===== src/design/acc_map.vh =====
// Register map, field positions, reset values and mode codes of the converter control block
//
// Summary of operation
// - Greater-select low: less-than, or exclusive outside/inside range, per range enable.
// - Greater-select high: greater-or-equal, or inclusive outside/inside range matches.
// - Range enable low: result compared against the first compare value only.
// - Range enable high: result checked between or outside both compare values.
// - Greater and range settings matter only while compare function is enabled.
// - Reference select: 00 default, 01 alternate, 10 bandgap, 11 default.
// - Writing 1 to calibration start runs calibration; bit reads 1 until done.
// - Starting calibration aborts any conversion in progress.
// - Calibration fails on hardware trigger select, any register write, or stop mode.
// - Failed flag clears only by writing 1; writing 0 leaves it.
// - Continuous low gives one conversion or set; high repeats after trigger.
// - Averaging enable combines successive conversions; otherwise each is reported.
// - Averaging count codes 00..11 select 4, 8, 16 or 32 conversions.
// - Offset is signed left-justified 16 bits, high byte and low byte registers.
// - Offset is subtracted from each conversion and stored as the result.
// - Corrected value saturates to the limits of the current conversion mode.
// - Plus gain applies to positive input in differential, whole conversion single-ended.
// - Plus gain is 16-bit fixed point, binary point below the top bit.
// - Compare function enable, bit 5, turns the comparison on or off.
`ifndef ACC_MAP_VH
`define ACC_MAP_VH

// ----------------------------------------
// Register offsets
// ----------------------------------------
`define ACC_OFS_CMP_CTRL 4'h0
`define ACC_OFS_CAL_CTRL 4'h1
`define ACC_OFS_OFFS_HI 4'h2
`define ACC_OFS_OFFS_LO 4'h3
`define ACC_OFS_GAIN_HI 4'h4
`define ACC_OFS_GAIN_LO 4'h5
`define ACC_OFS_CV1_HI 4'h6
`define ACC_OFS_CV1_LO 4'h7
`define ACC_OFS_CV2_HI 4'h8
`define ACC_OFS_CV2_LO 4'h9
`define ACC_OFS_RES_HI 4'hA
`define ACC_OFS_RES_LO 4'hB
`define ACC_OFS_MODE_START 4'hC
`define ACC_OFS_STATUS 4'hD

// ----------------------------------------
// Field positions
// ----------------------------------------
`define ACC_BIT_ACTIVE 7
`define ACC_BIT_HW_TRIG 6
`define ACC_BIT_CMP_EN 5
`define ACC_BIT_CMP_GT 4
`define ACC_BIT_CMP_REN 3
`define ACC_BIT_CAL 7
`define ACC_BIT_CAL_FAIL 6
`define ACC_BIT_CONT 3
`define ACC_BIT_AVG_EN 2

// ----------------------------------------
// Reset values and codes
// ----------------------------------------
`define ACC_RST_CTRL 8'h00
`define ACC_RST_OFFS 16'h0000
`define ACC_RST_GAIN 16'h8000
`define ACC_RST_CV 16'h0000
`define ACC_VREF_DEFAULT 2'h0
`define ACC_VREF_RESERVED 2'h3
`define ACC_MODE_8B_SE 3'h6

`endif


===== src/design/acc_ctrl.v =====
// Converter control: registers, sequencing, calibration, averaging, gain and offset correction
`timescale 1ns/100ps
`include "acc_map.vh"
module acc_ctrl (
  input wire clk_sys,
  input wire reset,
  input wire [3:0] reg_addr,
  input wire [7:0] reg_wdata,
  input wire reg_wr,
  input wire reg_rd,
  output reg [7:0] reg_rdata,
  input wire hw_trigger,
  input wire stop_mode,
  output reg conv_start,
  output reg conv_abort,
  input wire conv_done,
  input wire [15:0] conv_raw,
  output reg cal_start,
  input wire cal_done,
  output reg [1:0] vref_select,
  output reg [15:0] plus_gain_core,
  output reg result_strobe
);

  // ----------------------------------------
  // States
  // ----------------------------------------
  localparam ST_IDLE = 2'b00;
  localparam ST_CONV = 2'b01;
  localparam ST_CAL = 2'b10;

  // ----------------------------------------
  // Registers
  // ----------------------------------------
  reg [1:0] state_q;
  reg [1:0] state_d;
  reg hw_trigger_sel_q;
  reg compare_func_en_q;
  reg compare_greater_sel_q;
  reg compare_range_en_q;
  reg [1:0] vref_source_sel_q;
  reg selftune_failed_q;
  reg selftune_failed_d;
  reg continuous_conv_q;
  reg average_on_q;
  reg [1:0] average_count_sel_q;
  reg [15:0] offset_q;
  reg [15:0] plus_gain_q;
  reg [15:0] cv1_q;
  reg [15:0] cv2_q;
  reg [15:0] result_value_q;
  reg [2:0] mode_q;
  reg ready_q;
  reg ready_d;
  reg [22:0] acc_q;
  reg [4:0] cnt_q;

  // ----------------------------------------
  // Register access and state decode
  // ----------------------------------------
  wire wr_cmp = reg_wr && (reg_addr == `ACC_OFS_CMP_CTRL);
  wire wr_cal = reg_wr && (reg_addr == `ACC_OFS_CAL_CTRL);
  wire wr_start = reg_wr && (reg_addr == `ACC_OFS_MODE_START);
  wire rd_res_lo = reg_rd && (reg_addr == `ACC_OFS_RES_LO);
  wire in_cal = (state_q == ST_CAL);
  wire in_conv = (state_q == ST_CONV);

  // Calibration runs to its end once started; a second start is ignored
  wire cal_go = wr_cal && reg_wdata[`ACC_BIT_CAL] && !in_cal;
  wire sw_go = wr_start && !hw_trigger_sel_q && !in_cal && !cal_go;
  // A calibration start in the same cycle wins, so no stray start pulse reaches the core
  wire hw_go = hw_trigger && hw_trigger_sel_q && (state_q == ST_IDLE) && !cal_go;
  wire trig_go = sw_go || hw_go;

  // ----------------------------------------
  // Mode properties
  // ----------------------------------------
  // Mode code bit 0 marks the signed differential modes
  wire signed_mode = mode_q[0];
  reg [4:0] mode_bits;
  always @* begin
    case (mode_q)
      3'h0: mode_bits = 5'h10;
      3'h1: mode_bits = 5'h10;
      3'h2: mode_bits = 5'h0C;
      3'h3: mode_bits = 5'h0D;
      3'h4: mode_bits = 5'h0A;
      3'h5: mode_bits = 5'h0B;
      3'h6: mode_bits = 5'h08;
      default: mode_bits = 5'h09;
    endcase
  end
  wire [4:0] offs_shift = 5'h10 - mode_bits;

  // ----------------------------------------
  // Gain correction
  // ----------------------------------------
  // Single-ended: whole sample scaled here; differential: factor goes to the core
  wire [31:0] gain_prod = conv_raw * plus_gain_q;
  wire signed [17:0] sample_se = {1'b0, gain_prod[31:15]};
  wire signed [17:0] sample_df = {{2{conv_raw[15]}}, conv_raw};
  wire signed [17:0] sample = signed_mode ? sample_df : sample_se;

  // ----------------------------------------
  // Averaging
  // ----------------------------------------
  wire signed [22:0] acc_sum = $signed(acc_q) + {{5{sample[17]}}, sample};
  wire [4:0] last_cnt = {average_count_sel_q == 2'h3, average_count_sel_q[1],
                         average_count_sel_q != 2'h0, 2'b11};
  wire set_end = !average_on_q || (cnt_q == last_cnt);
  wire [2:0] avg_shift = {1'b0, average_count_sel_q} + 3'h2;
  wire signed [22:0] acc_mean = acc_sum >>> avg_shift;
  wire signed [17:0] mean = average_on_q ? acc_mean[17:0] : sample;

  // ----------------------------------------
  // Offset correction and saturation
  // ----------------------------------------
  // Offset is scaled down from full 16-bit justification to the mode width
  wire signed [15:0] offs_al = $signed(offset_q) >>> offs_shift;
  wire signed [18:0] corr = {mean[17], mean} - {{3{offs_al[15]}}, offs_al};
  wire [18:0] one19 = 19'h00001;
  wire [4:0] mag_bits = mode_bits - {4'h0, signed_mode};
  wire signed [18:0] lim_max = $signed((one19 << mag_bits) - one19);
  wire signed [18:0] lim_min = signed_mode ? -$signed(one19 << mag_bits) : 19'sh00000;
  reg [15:0] sat_value;
  always @* begin
    if (corr > lim_max) begin
      sat_value = lim_max[15:0];
    end else if (corr < lim_min) begin
      sat_value = lim_min[15:0];
    end else begin
      sat_value = corr[15:0];
    end
  end

  // ----------------------------------------
  // Compare
  // ----------------------------------------
  // Eight-bit single-ended mode ignores the high compare byte
  wire [15:0] cv1_use = (mode_q == `ACC_MODE_8B_SE) ? {8'h00, cv1_q[7:0]} : cv1_q;
  wire [15:0] cv2_use = (mode_q == `ACC_MODE_8B_SE) ? {8'h00, cv2_q[7:0]} : cv2_q;
  wire cmp_match;
  acc_cmp u_cmp (
    .result_value(sat_value),
    .compare_value_first(cv1_use),
    .compare_value_second(cv2_use),
    .signed_mode(signed_mode),
    .compare_func_en(compare_func_en_q),
    .compare_greater_sel(compare_greater_sel_q),
    .compare_range_en(compare_range_en_q),
    .match(cmp_match)
  );

  wire done_set = in_conv && conv_done && set_end && !cal_go && !sw_go;
  wire store = done_set && cmp_match;

  // ----------------------------------------
  // Sequencer
  // ----------------------------------------
  always @* begin
    state_d = state_q;
    case (state_q)
      ST_IDLE: begin
        if (cal_go) begin
          state_d = ST_CAL;
        end else if (trig_go) begin
          state_d = ST_CONV;
        end
      end
      ST_CONV: begin
        if (cal_go) begin
          state_d = ST_CAL;
        end else if (done_set && !continuous_conv_q) begin
          state_d = ST_IDLE;
        end
      end
      ST_CAL: begin
        if (cal_done) begin
          state_d = ST_IDLE;
        end
      end
      default: state_d = ST_IDLE;
    endcase
  end

  // A register write in the very start cycle is the start itself, not a fault
  wire cal_fault = in_cal && (hw_trigger_sel_q || reg_wr || stop_mode);
  always @* begin
    selftune_failed_d = selftune_failed_q;
    if (wr_cal && reg_wdata[`ACC_BIT_CAL_FAIL]) begin
      selftune_failed_d = 1'b0;
    end
    if (cal_fault) begin
      selftune_failed_d = 1'b1;
    end
  end

  always @* begin
    ready_d = ready_q;
    if (rd_res_lo) begin
      ready_d = 1'b0;
    end
    if (store) begin
      ready_d = 1'b1;
    end
  end

  always @(posedge clk_sys or posedge reset) begin
    if (reset) begin
      state_q <= ST_IDLE;
      selftune_failed_q <= 1'b0;
      ready_q <= 1'b0;
      acc_q <= 23'h000000;
      cnt_q <= 5'h00;
      conv_start <= 1'b0;
      conv_abort <= 1'b0;
      cal_start <= 1'b0;
      result_value_q <= 16'h0000;
      result_strobe <= 1'b0;
    end else begin
      state_q <= state_d;
      selftune_failed_q <= selftune_failed_d;
      ready_q <= ready_d;
      cal_start <= cal_go;
      conv_abort <= in_conv && (cal_go || sw_go);
      conv_start <= trig_go || (in_conv && conv_done && !cal_go && !sw_go
                    && (!set_end || continuous_conv_q));
      result_strobe <= store;
      if (store) begin
        result_value_q <= sat_value;
      end
      if (cal_go || trig_go || (in_conv && conv_done && set_end)) begin
        acc_q <= 23'h000000;
        cnt_q <= 5'h00;
      end else if (in_conv && conv_done) begin
        acc_q <= acc_sum;
        cnt_q <= cnt_q + 5'h01;
      end
    end
  end

  // ----------------------------------------
  // Software-written registers
  // ----------------------------------------
  always @(posedge clk_sys or posedge reset) begin
    if (reset) begin
      hw_trigger_sel_q <= 1'b0;
      compare_func_en_q <= 1'b0;
      compare_greater_sel_q <= 1'b0;
      compare_range_en_q <= 1'b0;
      vref_source_sel_q <= 2'h0;
      continuous_conv_q <= 1'b0;
      average_on_q <= 1'b0;
      average_count_sel_q <= 2'h0;
      offset_q <= `ACC_RST_OFFS;
      plus_gain_q <= `ACC_RST_GAIN;
      cv1_q <= `ACC_RST_CV;
      cv2_q <= `ACC_RST_CV;
      mode_q <= 3'h0;
    end else if (reg_wr) begin
      case (reg_addr)
        `ACC_OFS_CMP_CTRL: begin
          hw_trigger_sel_q <= reg_wdata[`ACC_BIT_HW_TRIG];
          compare_func_en_q <= reg_wdata[`ACC_BIT_CMP_EN];
          compare_greater_sel_q <= reg_wdata[`ACC_BIT_CMP_GT];
          compare_range_en_q <= reg_wdata[`ACC_BIT_CMP_REN];
          vref_source_sel_q <= reg_wdata[1:0];
        end
        `ACC_OFS_CAL_CTRL: begin
          continuous_conv_q <= reg_wdata[`ACC_BIT_CONT];
          average_on_q <= reg_wdata[`ACC_BIT_AVG_EN];
          average_count_sel_q <= reg_wdata[1:0];
        end
        `ACC_OFS_OFFS_HI: offset_q[15:8] <= reg_wdata;
        `ACC_OFS_OFFS_LO: offset_q[7:0] <= reg_wdata;
        `ACC_OFS_GAIN_HI: plus_gain_q[15:8] <= reg_wdata;
        `ACC_OFS_GAIN_LO: plus_gain_q[7:0] <= reg_wdata;
        `ACC_OFS_CV1_HI: cv1_q[15:8] <= reg_wdata;
        `ACC_OFS_CV1_LO: cv1_q[7:0] <= reg_wdata;
        `ACC_OFS_CV2_HI: cv2_q[15:8] <= reg_wdata;
        `ACC_OFS_CV2_LO: cv2_q[7:0] <= reg_wdata;
        `ACC_OFS_MODE_START: mode_q <= reg_wdata[2:0];
        default: mode_q <= mode_q;
      endcase
    end
  end

  // ----------------------------------------
  // Core-facing outputs
  // ----------------------------------------
  always @(posedge clk_sys or posedge reset) begin
    if (reset) begin
      vref_select <= `ACC_VREF_DEFAULT;
      plus_gain_core <= `ACC_RST_GAIN;
    end else begin
      if (vref_source_sel_q == `ACC_VREF_RESERVED) begin
        vref_select <= `ACC_VREF_DEFAULT;
      end else begin
        vref_select <= vref_source_sel_q;
      end
      // The core only uses this for the plus input of differential conversions
      plus_gain_core <= plus_gain_q;
    end
  end

  // ----------------------------------------
  // Read port
  // ----------------------------------------
  reg [7:0] rd_mux;
  always @* begin
    case (reg_addr)
      `ACC_OFS_CMP_CTRL: rd_mux = {in_conv, hw_trigger_sel_q, compare_func_en_q,
                                   compare_greater_sel_q, compare_range_en_q, 1'b0, vref_source_sel_q};
      `ACC_OFS_CAL_CTRL: rd_mux = {in_cal, selftune_failed_q, 2'b00, continuous_conv_q,
                                   average_on_q, average_count_sel_q};
      `ACC_OFS_OFFS_HI: rd_mux = offset_q[15:8];
      `ACC_OFS_OFFS_LO: rd_mux = offset_q[7:0];
      `ACC_OFS_GAIN_HI: rd_mux = plus_gain_q[15:8];
      `ACC_OFS_GAIN_LO: rd_mux = plus_gain_q[7:0];
      `ACC_OFS_CV1_HI: rd_mux = cv1_q[15:8];
      `ACC_OFS_CV1_LO: rd_mux = cv1_q[7:0];
      `ACC_OFS_CV2_HI: rd_mux = cv2_q[15:8];
      `ACC_OFS_CV2_LO: rd_mux = cv2_q[7:0];
      `ACC_OFS_RES_HI: rd_mux = result_value_q[15:8];
      `ACC_OFS_RES_LO: rd_mux = result_value_q[7:0];
      `ACC_OFS_MODE_START: rd_mux = {5'h00, mode_q};
      `ACC_OFS_STATUS: rd_mux = {7'h00, ready_q};
      default: rd_mux = 8'h00;
    endcase
  end

  always @(posedge clk_sys or posedge reset) begin
    if (reset) begin
      reg_rdata <= 8'h00;
    end else if (reg_rd) begin
      reg_rdata <= rd_mux;
    end else begin
      reg_rdata <= 8'h00;
    end
  end

endmodule // acc_ctrl


===== src/design/acc_cmp.v =====
// Result compare unit of the converter control block
`timescale 1ns/100ps
module acc_cmp (
  input wire [15:0] result_value,
  input wire [15:0] compare_value_first,
  input wire [15:0] compare_value_second,
  input wire signed_mode,
  input wire compare_func_en,
  input wire compare_greater_sel,
  input wire compare_range_en,
  output reg match
);

  // ----------------------------------------
  // Extend to a common signed width
  // ----------------------------------------
  wire signed [16:0] res_x = {signed_mode & result_value[15], result_value};
  wire signed [16:0] cv1_x = {signed_mode & compare_value_first[15], compare_value_first};
  wire signed [16:0] cv2_x = {signed_mode & compare_value_second[15], compare_value_second};
  wire ordered = (cv1_x <= cv2_x);

  // ----------------------------------------
  // Match selection
  // ----------------------------------------
  always @* begin
    match = 1'b1;
    if (compare_func_en) begin
      case ({compare_greater_sel, compare_range_en})
        2'b00: match = (res_x < cv1_x);
        2'b10: match = (res_x >= cv1_x);
        2'b01: begin
          if (ordered) begin
            match = (res_x < cv1_x) || (res_x > cv2_x);
          end else begin
            match = (res_x < cv1_x) && (res_x > cv2_x);
          end
        end
        default: begin
          if (ordered) begin
            match = (res_x >= cv1_x) && (res_x <= cv2_x);
          end else begin
            match = (res_x >= cv1_x) || (res_x <= cv2_x);
          end
        end
      endcase
    end
  end

endmodule // acc_cmp


===== config.mk =====
export PLATFORM = sky130hd
export DESIGN_NAME = acc_ctrl
export DESIGN_NICKNAME = d
export VERILOG_FILES = /design/src/design/acc_ctrl.v /design/src/design/acc_cmp.v
export VERILOG_INCLUDE_DIRS = /design/src /design/src/design
export SDC_FILE = /design/constraint.sdc
export NUM_CORES = 1
export LEC_CHECK = 0
export BUFFER_PORTS_ARGS = -buffer_cell sky130_fd_sc_hd__buf_2
export CAP_MARGIN = 15
export CORE_MARGIN = 2
export CORE_UTILIZATION = 65
export DETAILED_ROUTE_END_ITERATION = 12
export HOLD_SLACK_MARGIN = 0.06
export PLACE_DENSITY = 0.87
export SYNTH_ARGS = -nofsm -noshare
export SYNTH_HDL_FRONTEND = slang
export SYNTH_HIERARCHICAL = 1
export SYNTH_SLANG_ARGS = --single-unit

===== constraint.sdc =====
create_clock -name clk_sys -period 39 [get_ports clk_sys]
set_input_delay 1.95 -clock clk_sys [delete_from_list [all_inputs] [get_ports clk_sys]]
set_output_delay 1.95 -clock clk_sys [all_outputs]
set_load 0.02 [all_outputs]

## Word-level counts from Yosys, hierarchy flattened

Cells that the tools add are included.

| storage, ports and cells | value |
|---|---|
| latch bits | 0 |
| flip-flop bits (word level) | 155 |
| memories | 0 |
| output and inout port bits | 30 |
| word-level logic and storage cells | 174 |
| ROM bits | 0 |
| bits in writable memories | 0 |
| input bits | 36 |

| operators by class | value |
|---|---|
| muxes and demuxes | 29 |
| add/subtract/negate cells | 8 |
| order comparisons | 7 |
| equality and inequality tests | 29 |
| div/mod/pow operators | 0 |
| multipliers | 1 |
| shifts and indexed selects | 3 |
| bitwise operators | 3 |
| reductions and logical operators | 64 |

Operator list:

| cell | number |
|---|---|
| $pmux 8 s14 | 1 |
| $mux 16 | 4 |
| $mux 23 | 2 |
| $mux 18 | 2 |
| $le 17x17->1 | 2 |
| $mul 16x16->32 | 1 |
| $pmux 5 s6 | 1 |
| $logic_and 1x1->1 | 25 |
| $eq 4x4->1 const B | 6 |
| $add 23x23->23 | 1 |
| $sshr 23x3->18 | 1 |
| $reduce_and 2->1 | 11 |
| $gt 19x19->1 | 1 |
| $lt 19x19->1 | 1 |
| $mux 19 | 1 |
| $neg 19->19 | 1 |
| $shl 1x5->19 const A | 1 |
| $sub 18x16->19 | 1 |
| $sub 19x1->19 const B | 1 |
| $ge 17x17->1 | 1 |
| $gt 17x17->1 | 1 |
| $lt 17x17->1 | 1 |
| $eq 4x3->1 const B | 4 |
| $sshr 16x5->16 | 1 |
| other kinds (30) | 72 |

## Depth between registers and ports, before layout

| logic depth | value |
|---|---|
| word-level depth | 18 |
| mapped depth | 76 |
| depth with buffers taken out | 72 |

## Cells and area by module

The synthesis kept the hierarchy.

Modules (own cells, without submodules):

| module | cells an instance | area an instance (um^2) | times used |
|---|---|---|---|
| acc_ctrl | 2250 | 20327.0 | 1 |
| acc_cmp | 174 | 1277.5 | 1 |

## Worst setup path after synthesis

Ideal clock, no wire load.

| path | value |
|---|---|
| kind | input port to flip-flop |
| start point | input conv_raw[10] |
| end point | register result_value_q[5] |
| setup slack | 22.903 ns |
| arrival time | 15.973 ns |
| stages on the path | 62 |
| buffers on the path | 3 |
| cells stage by stage | clkbuf_1 > nand2_1 > fa_1 > fa_1 > fa_1 > fa_1 > inv_1 > fa_1 > inv_1 > fa_1 > inv_1 > ha_1 > nand2_1 > or2_2 > nor2_1 > a21oi_1 > o211ai_1 > a21oi_1 > [... 26 more ...] > a22oi_1 > o221ai_2 > clkbuf_1 > mux2i_1 > ha_1 > and3_1 > a2111oi_0 > o22ai_1 > o21bai_1 > o211a_1 > o21ai_1 > nand3_1 > nand3_1 > inv_1 > and2_1 > clkbuf_1 > a32o_1 > a211o_1 |

| between the ends | value |
|---|---|
| word-level cells in the longest chain between the ends | 16 |
| elaborated cells on any way between the ends | 24 |
| classes of those cells | add/sub (2); mul (1); order compare (6); shift (1); mux (8); bitwise (1); reduce/logical (5) |

RTL lines:

| item | RTL line | source |
|---|---|---|
| start, declared | acc_ctrl.v:17 | `input wire [15:0] conv_raw,` |
| $mul 16x16->32 | acc_ctrl.v:99 | `wire [31:0] gain_prod = conv_raw * plus_gain_q;` |
| $mux 18 (*) | acc_ctrl.v:102 | `wire signed [17:0] sample = signed_mode ? sample_df : sample_se;` |
| $add 23x23->23 | acc_ctrl.v:107 | `wire signed [22:0] acc_sum = $signed(acc_q) + {{5{sample[17]}}, sample};` |
| $sshr 23x3->18 | acc_ctrl.v:112 | `wire signed [22:0] acc_mean = acc_sum >>> avg_shift;` |
| $mux 18 (*) | acc_ctrl.v:113 | `wire signed [17:0] mean = average_on_q ? acc_mean[17:0] : sample;` |
| $sub 18x16->19 (*) | acc_ctrl.v:120 | `wire signed [18:0] corr = {mean[17], mean} - {{3{offs_al[15]}}, offs_al};` |
| $lt 19x19->1 | acc_ctrl.v:129 | `end else if (corr < lim_min) begin` |
| $mux 16 | acc_ctrl.v:129 |  |
| [... 1 more ...] | n/a |  |
| named net sat_value[15] | acc_ctrl.v:125 | `reg [15:0] sat_value;` |
| $and 1x1->1 | acc_cmp.v:17 | `wire signed [16:0] res_x = {signed_mode & result_value[15], result_value};` |
| $ge 17x17->1 (tied with other cells) | acc_cmp.v:30, acc_cmp.v:40, acc_cmp.v:42 |  |
| $logic_or 1x1->1 (tied with other cells) | acc_cmp.v:42 | `match = (res_x >= cv1_x) \|\| (res_x <= cv2_x);` |
| $mux 1, on equally long branches | acc_cmp.v:39, acc_cmp.v:32 |  |
| $pmux 1 s3 (*) | acc_cmp.v:28 | `case ({compare_greater_sel, compare_range_en})` |
| $mux 1 (*) | acc_cmp.v:27 | `if (compare_func_en) begin` |
| named net cmp_match | acc_ctrl.v:142 | `wire cmp_match;` |
| $logic_and 1x1->1 (*) | acc_ctrl.v:155 | `wire store = done_set && cmp_match;` |
| end signal, assigned | acc_ctrl.v:230 | `result_value_q <= sat_value;` |
| end, declared | acc_ctrl.v:51 | `reg [15:0] result_value_q;` |

Mark *: on every way through the listed nets, which the timed path passes. The rest lies on a longest branch.
A chain may end at the register's enable or synchronous reset.

## Worst setup path after layout

| path | value |
|---|---|
| start point | input conv_raw[11] |
| end point | register result_value_q[6] |

| between the ends | value |
|---|---|
| elaborated cells on any way between the ends | 24 |
| classes of those cells | add/sub (2); mul (1); order compare (6); shift (1); mux (8); bitwise (1); reduce/logical (5) |

RTL lines:

| item | RTL line | source |
|---|---|---|
| $mul 16x16->32 | acc_ctrl.v:99 |  |
| $mux 18 (*) | acc_ctrl.v:102 |  |
| $add 23x23->23 | acc_ctrl.v:107 |  |
| $sshr 23x3->18 | acc_ctrl.v:112 |  |
| $mux 18 (*) | acc_ctrl.v:113 |  |
| $sub 18x16->19 (*) | acc_ctrl.v:120 |  |
| $lt 19x19->1 | acc_ctrl.v:129 |  |
| $mux 16 | acc_ctrl.v:129 |  |
| $mux 16 (*) | acc_ctrl.v:127 | `if (corr > lim_max) begin` |
| named net sat_value[10] | acc_ctrl.v:125 |  |
| $ge 17x17->1 (tied with other cells) | acc_cmp.v:30, acc_cmp.v:40, acc_cmp.v:42 |  |
| $logic_or 1x1->1 (tied with other cells) | acc_cmp.v:42 |  |
| $mux 1, on equally long branches | acc_cmp.v:39, acc_cmp.v:32 |  |
| $pmux 1 s3 (*) | acc_cmp.v:28 |  |
| $mux 1 (*) | acc_cmp.v:27 |  |
| named net cmp_match | acc_ctrl.v:142 |  |
| $logic_and 1x1->1 (*) | acc_ctrl.v:155 |  |

Marked as above.

==> flow_metrics.tcl <==
set metrics [dict create \
    cts_resized 0 \
    rows 66 \
    die_x_um 186 \
    gr-total-overflow 0 \
    arrival_ns 18.72 \
    r2r_slack_ns 21.36 \
    end_kind "flop" \
    timing_max_transition_violations_final 0 \
    synth_edf_count 0 \
    postCtsSetupRepairBufs 0 \
    critPathMaxFanout 30 \
    numClockSinks 155 \
    grt_pass1_vias 19006 \
    rr_worst_depth 69 \
    clk_pin_slew_ns 0.08 \
    insertion_delay_ns 0.46 \
    first_pass_iters 8 \
    synth_area_per_cell_um2 8.91 \
    status "complete, no violations" \
    endpoint "result_value_q[6]" \
    post_drt_wl_per_cell_um 22.1 \
    synthesis.nets 2887 \
    slew_headroom_pct 19.3 \
    ys_seq_elements 155 \
    wirelength_mm 63.3 \
    startpoint "conv_raw[11]" \
    fin_worst_skew_ns 0.0264 \
    fillers 2418 \
    stdcell_area_mm2 0.0227 \
    clock_path_buffers 2 \
    drive_gt1_share_pct 11.3 \
    dpl.cell_count 2830 \
    cts-buffers-inserted 17 \
    synth_top_flop_cell "dfrtp_1" \
    critPathKind "in -> reg" \
    final_cell_mix "315 x inv_1, 281 x nand2_1, 232 x ha_1, 195 x fa_1, 152 x dfrtp_1" \
    seq_area_mm2 0.00388 \
    timing.setup.tns_ns 0 \
    setup_violations 0 \
    multi_input_area_mm2 0.0161 \
    cts_tree "done" \
    core_mm2 0.0326 \
    cp-start-kind "input pin" \
    layout_worst_path_cycle_share_pct 47.2 \
    grt_max_degree 87 \
    pin_count 66 \
    num-nets-final 2871 \
    syn_to_final_growth_pct 5.30 \
    via_per_inst 6.53 \
    die_y_um 186 \
    drtIter0Drc 1897 \
    final_cells 2864 \
    root_buffer "clkbuf_16" \
    track_usage_pct 37.1 \
    vias 18715 \
    syn_inst 2424 \
    cts_hold_buf 0 \
    fmax_mhz 54.4 \
    final_common_cell "inv_1" \
    die_area_mm2 0.0347 \
    max_stage_delay_ns 0.55 \
    rsz0062_at_grt "false" \
    grt_pass1_wl_mm 103 \
    whs_ns 0.478 \
    max_cap_viol_count 0 \
    cts_htree_levels 4 \
    place_congestion 0.990 \
    cp.required_ns 39.32 \
    ys_warn_count 6 \
    cpMaxStageDelayCell "fa_1" \
    netlist_area_mm2 0.0216 \
    period_needed_ns 18.40 \
    synth-async-reset-ratio_pct 100 \
    worst_pin_slew_ns 1.21 \
    cp_common_cell "a21oi_1" \
    antenna_found_initial 3 \
    holdCritPathClass "reg -> reg" \
    hold_viol 0 \
    ys_seq_area_share_pct 18.0 \
    ant_nets 0 \
    start_util_pct 66.2 \
    r2r_end "result_value_q[6]" \
    r2r-start "plus_gain_q[2]" \
    ys_types 90 \
    hpwl_mm 48.0 \
    portBuffers 65 \
    placedInstanceArea_mm2 0.0221 \
    drc 0 \
]
-- worst min-delay path by stage --
stage / end / startpoint / slack [ns] / cells after the start
6_report: vref_select[1] / vref_source_sel_q[0] / 0.48 / 1
5_1_grt: vref_select[1] / vref_source_sel_q[0] / 0.51 / 1
3_3_place_gp: vref_select[1] / vref_source_sel_q[0] / 0.46 / 1
3_5_place_dp: vref_select[1] / vref_source_sel_q[0] / 0.46 / 1
2_1_floorplan: plus_gain_core[2] / plus_gain_q[2] / 0.35 / 0
4_1_cts: vref_select[1] / vref_source_sel_q[0] / 0.47 / 1
-- cell type report --
cell class | instances | area share, %
timing repair buffer | 77 | 1.83
clock inverter | 14 | 0.748
multi-input combinational | 1838 | 70.7
antenna | 1 | 0.0110
tap | 442 | 2.43
clock buffer | 18 | 1.89
inverter | 319 | 5.29
sequential | 155 | 17.1
-- through the flow --
step	utilization (%)	setup slack, ns
after floorplan	-	22.90
after global placement	67.9	20.80
after detailed placement	67.9	20.56
after CTS	69.7	20.94
after global routing	69.7	19.60
final	69.7	20.60
-- state kept, by name (all words and copies together), names as in the netlist, 3 cells and up --
signal,flops
acc_q,23
cv1_q,16
cv2_q,16
offset_q,16
plus_gain_core,16
plus_gain_q,16
result_value_q,16
reg_rdata,8
cnt_q,5
mode_q,3
-- layer usage --
metal	global-route usage, %	vias up	wire, um
li1	-	8228	-
met1	47.7	9162	24300
met2	61.2	1055	29800
met3	6.62	266	5560
met4	17.6	4	3520
met5	0	-	24
-- cells by family after synthesis --
family	after synthesis	synth area share, %
compound gates	450	14.1
xor+xnor	65	2.64
fa+ha+maj	428	31.6
buf+inv	431	7.58
flops	155	18.0
mux	166	9.58
simple gates	729	16.6
-- worst max-delay path, delay by kind of cell --
family          cells  cell delay [ns]
compound gates     33             7.82
fa+ha+maj          12             4.95
simple gates       13             1.90
buf+inv             7             1.00
xor+xnor            3             0.65
mux                 2             0.40
-- synthesized netlist by cell type (29+ instances only) --
cell type	n	area share [%]
clkbuf_1	85	1.5
nand3_1	43	1.0
mux2_2	102	5.3
mux2i_1	41	1.9
fa_1	195	18
a21o_1	29	1.0
and2_1	141	4.1
inv_1	316	5.5
nand2_1	281	4.9
dfrtp_1	153	18
nor2_1	100	1.7
o21ai_0	90	2.1
ha_1	232	13
nor3_1	36	0.83
a21oi_1	102	2.4
xnor2_1	38	1.5
Power is left out: the tool's default activity adds up to more than one toggle a clock period on the data nets, which glitch-free logic cannot reach.
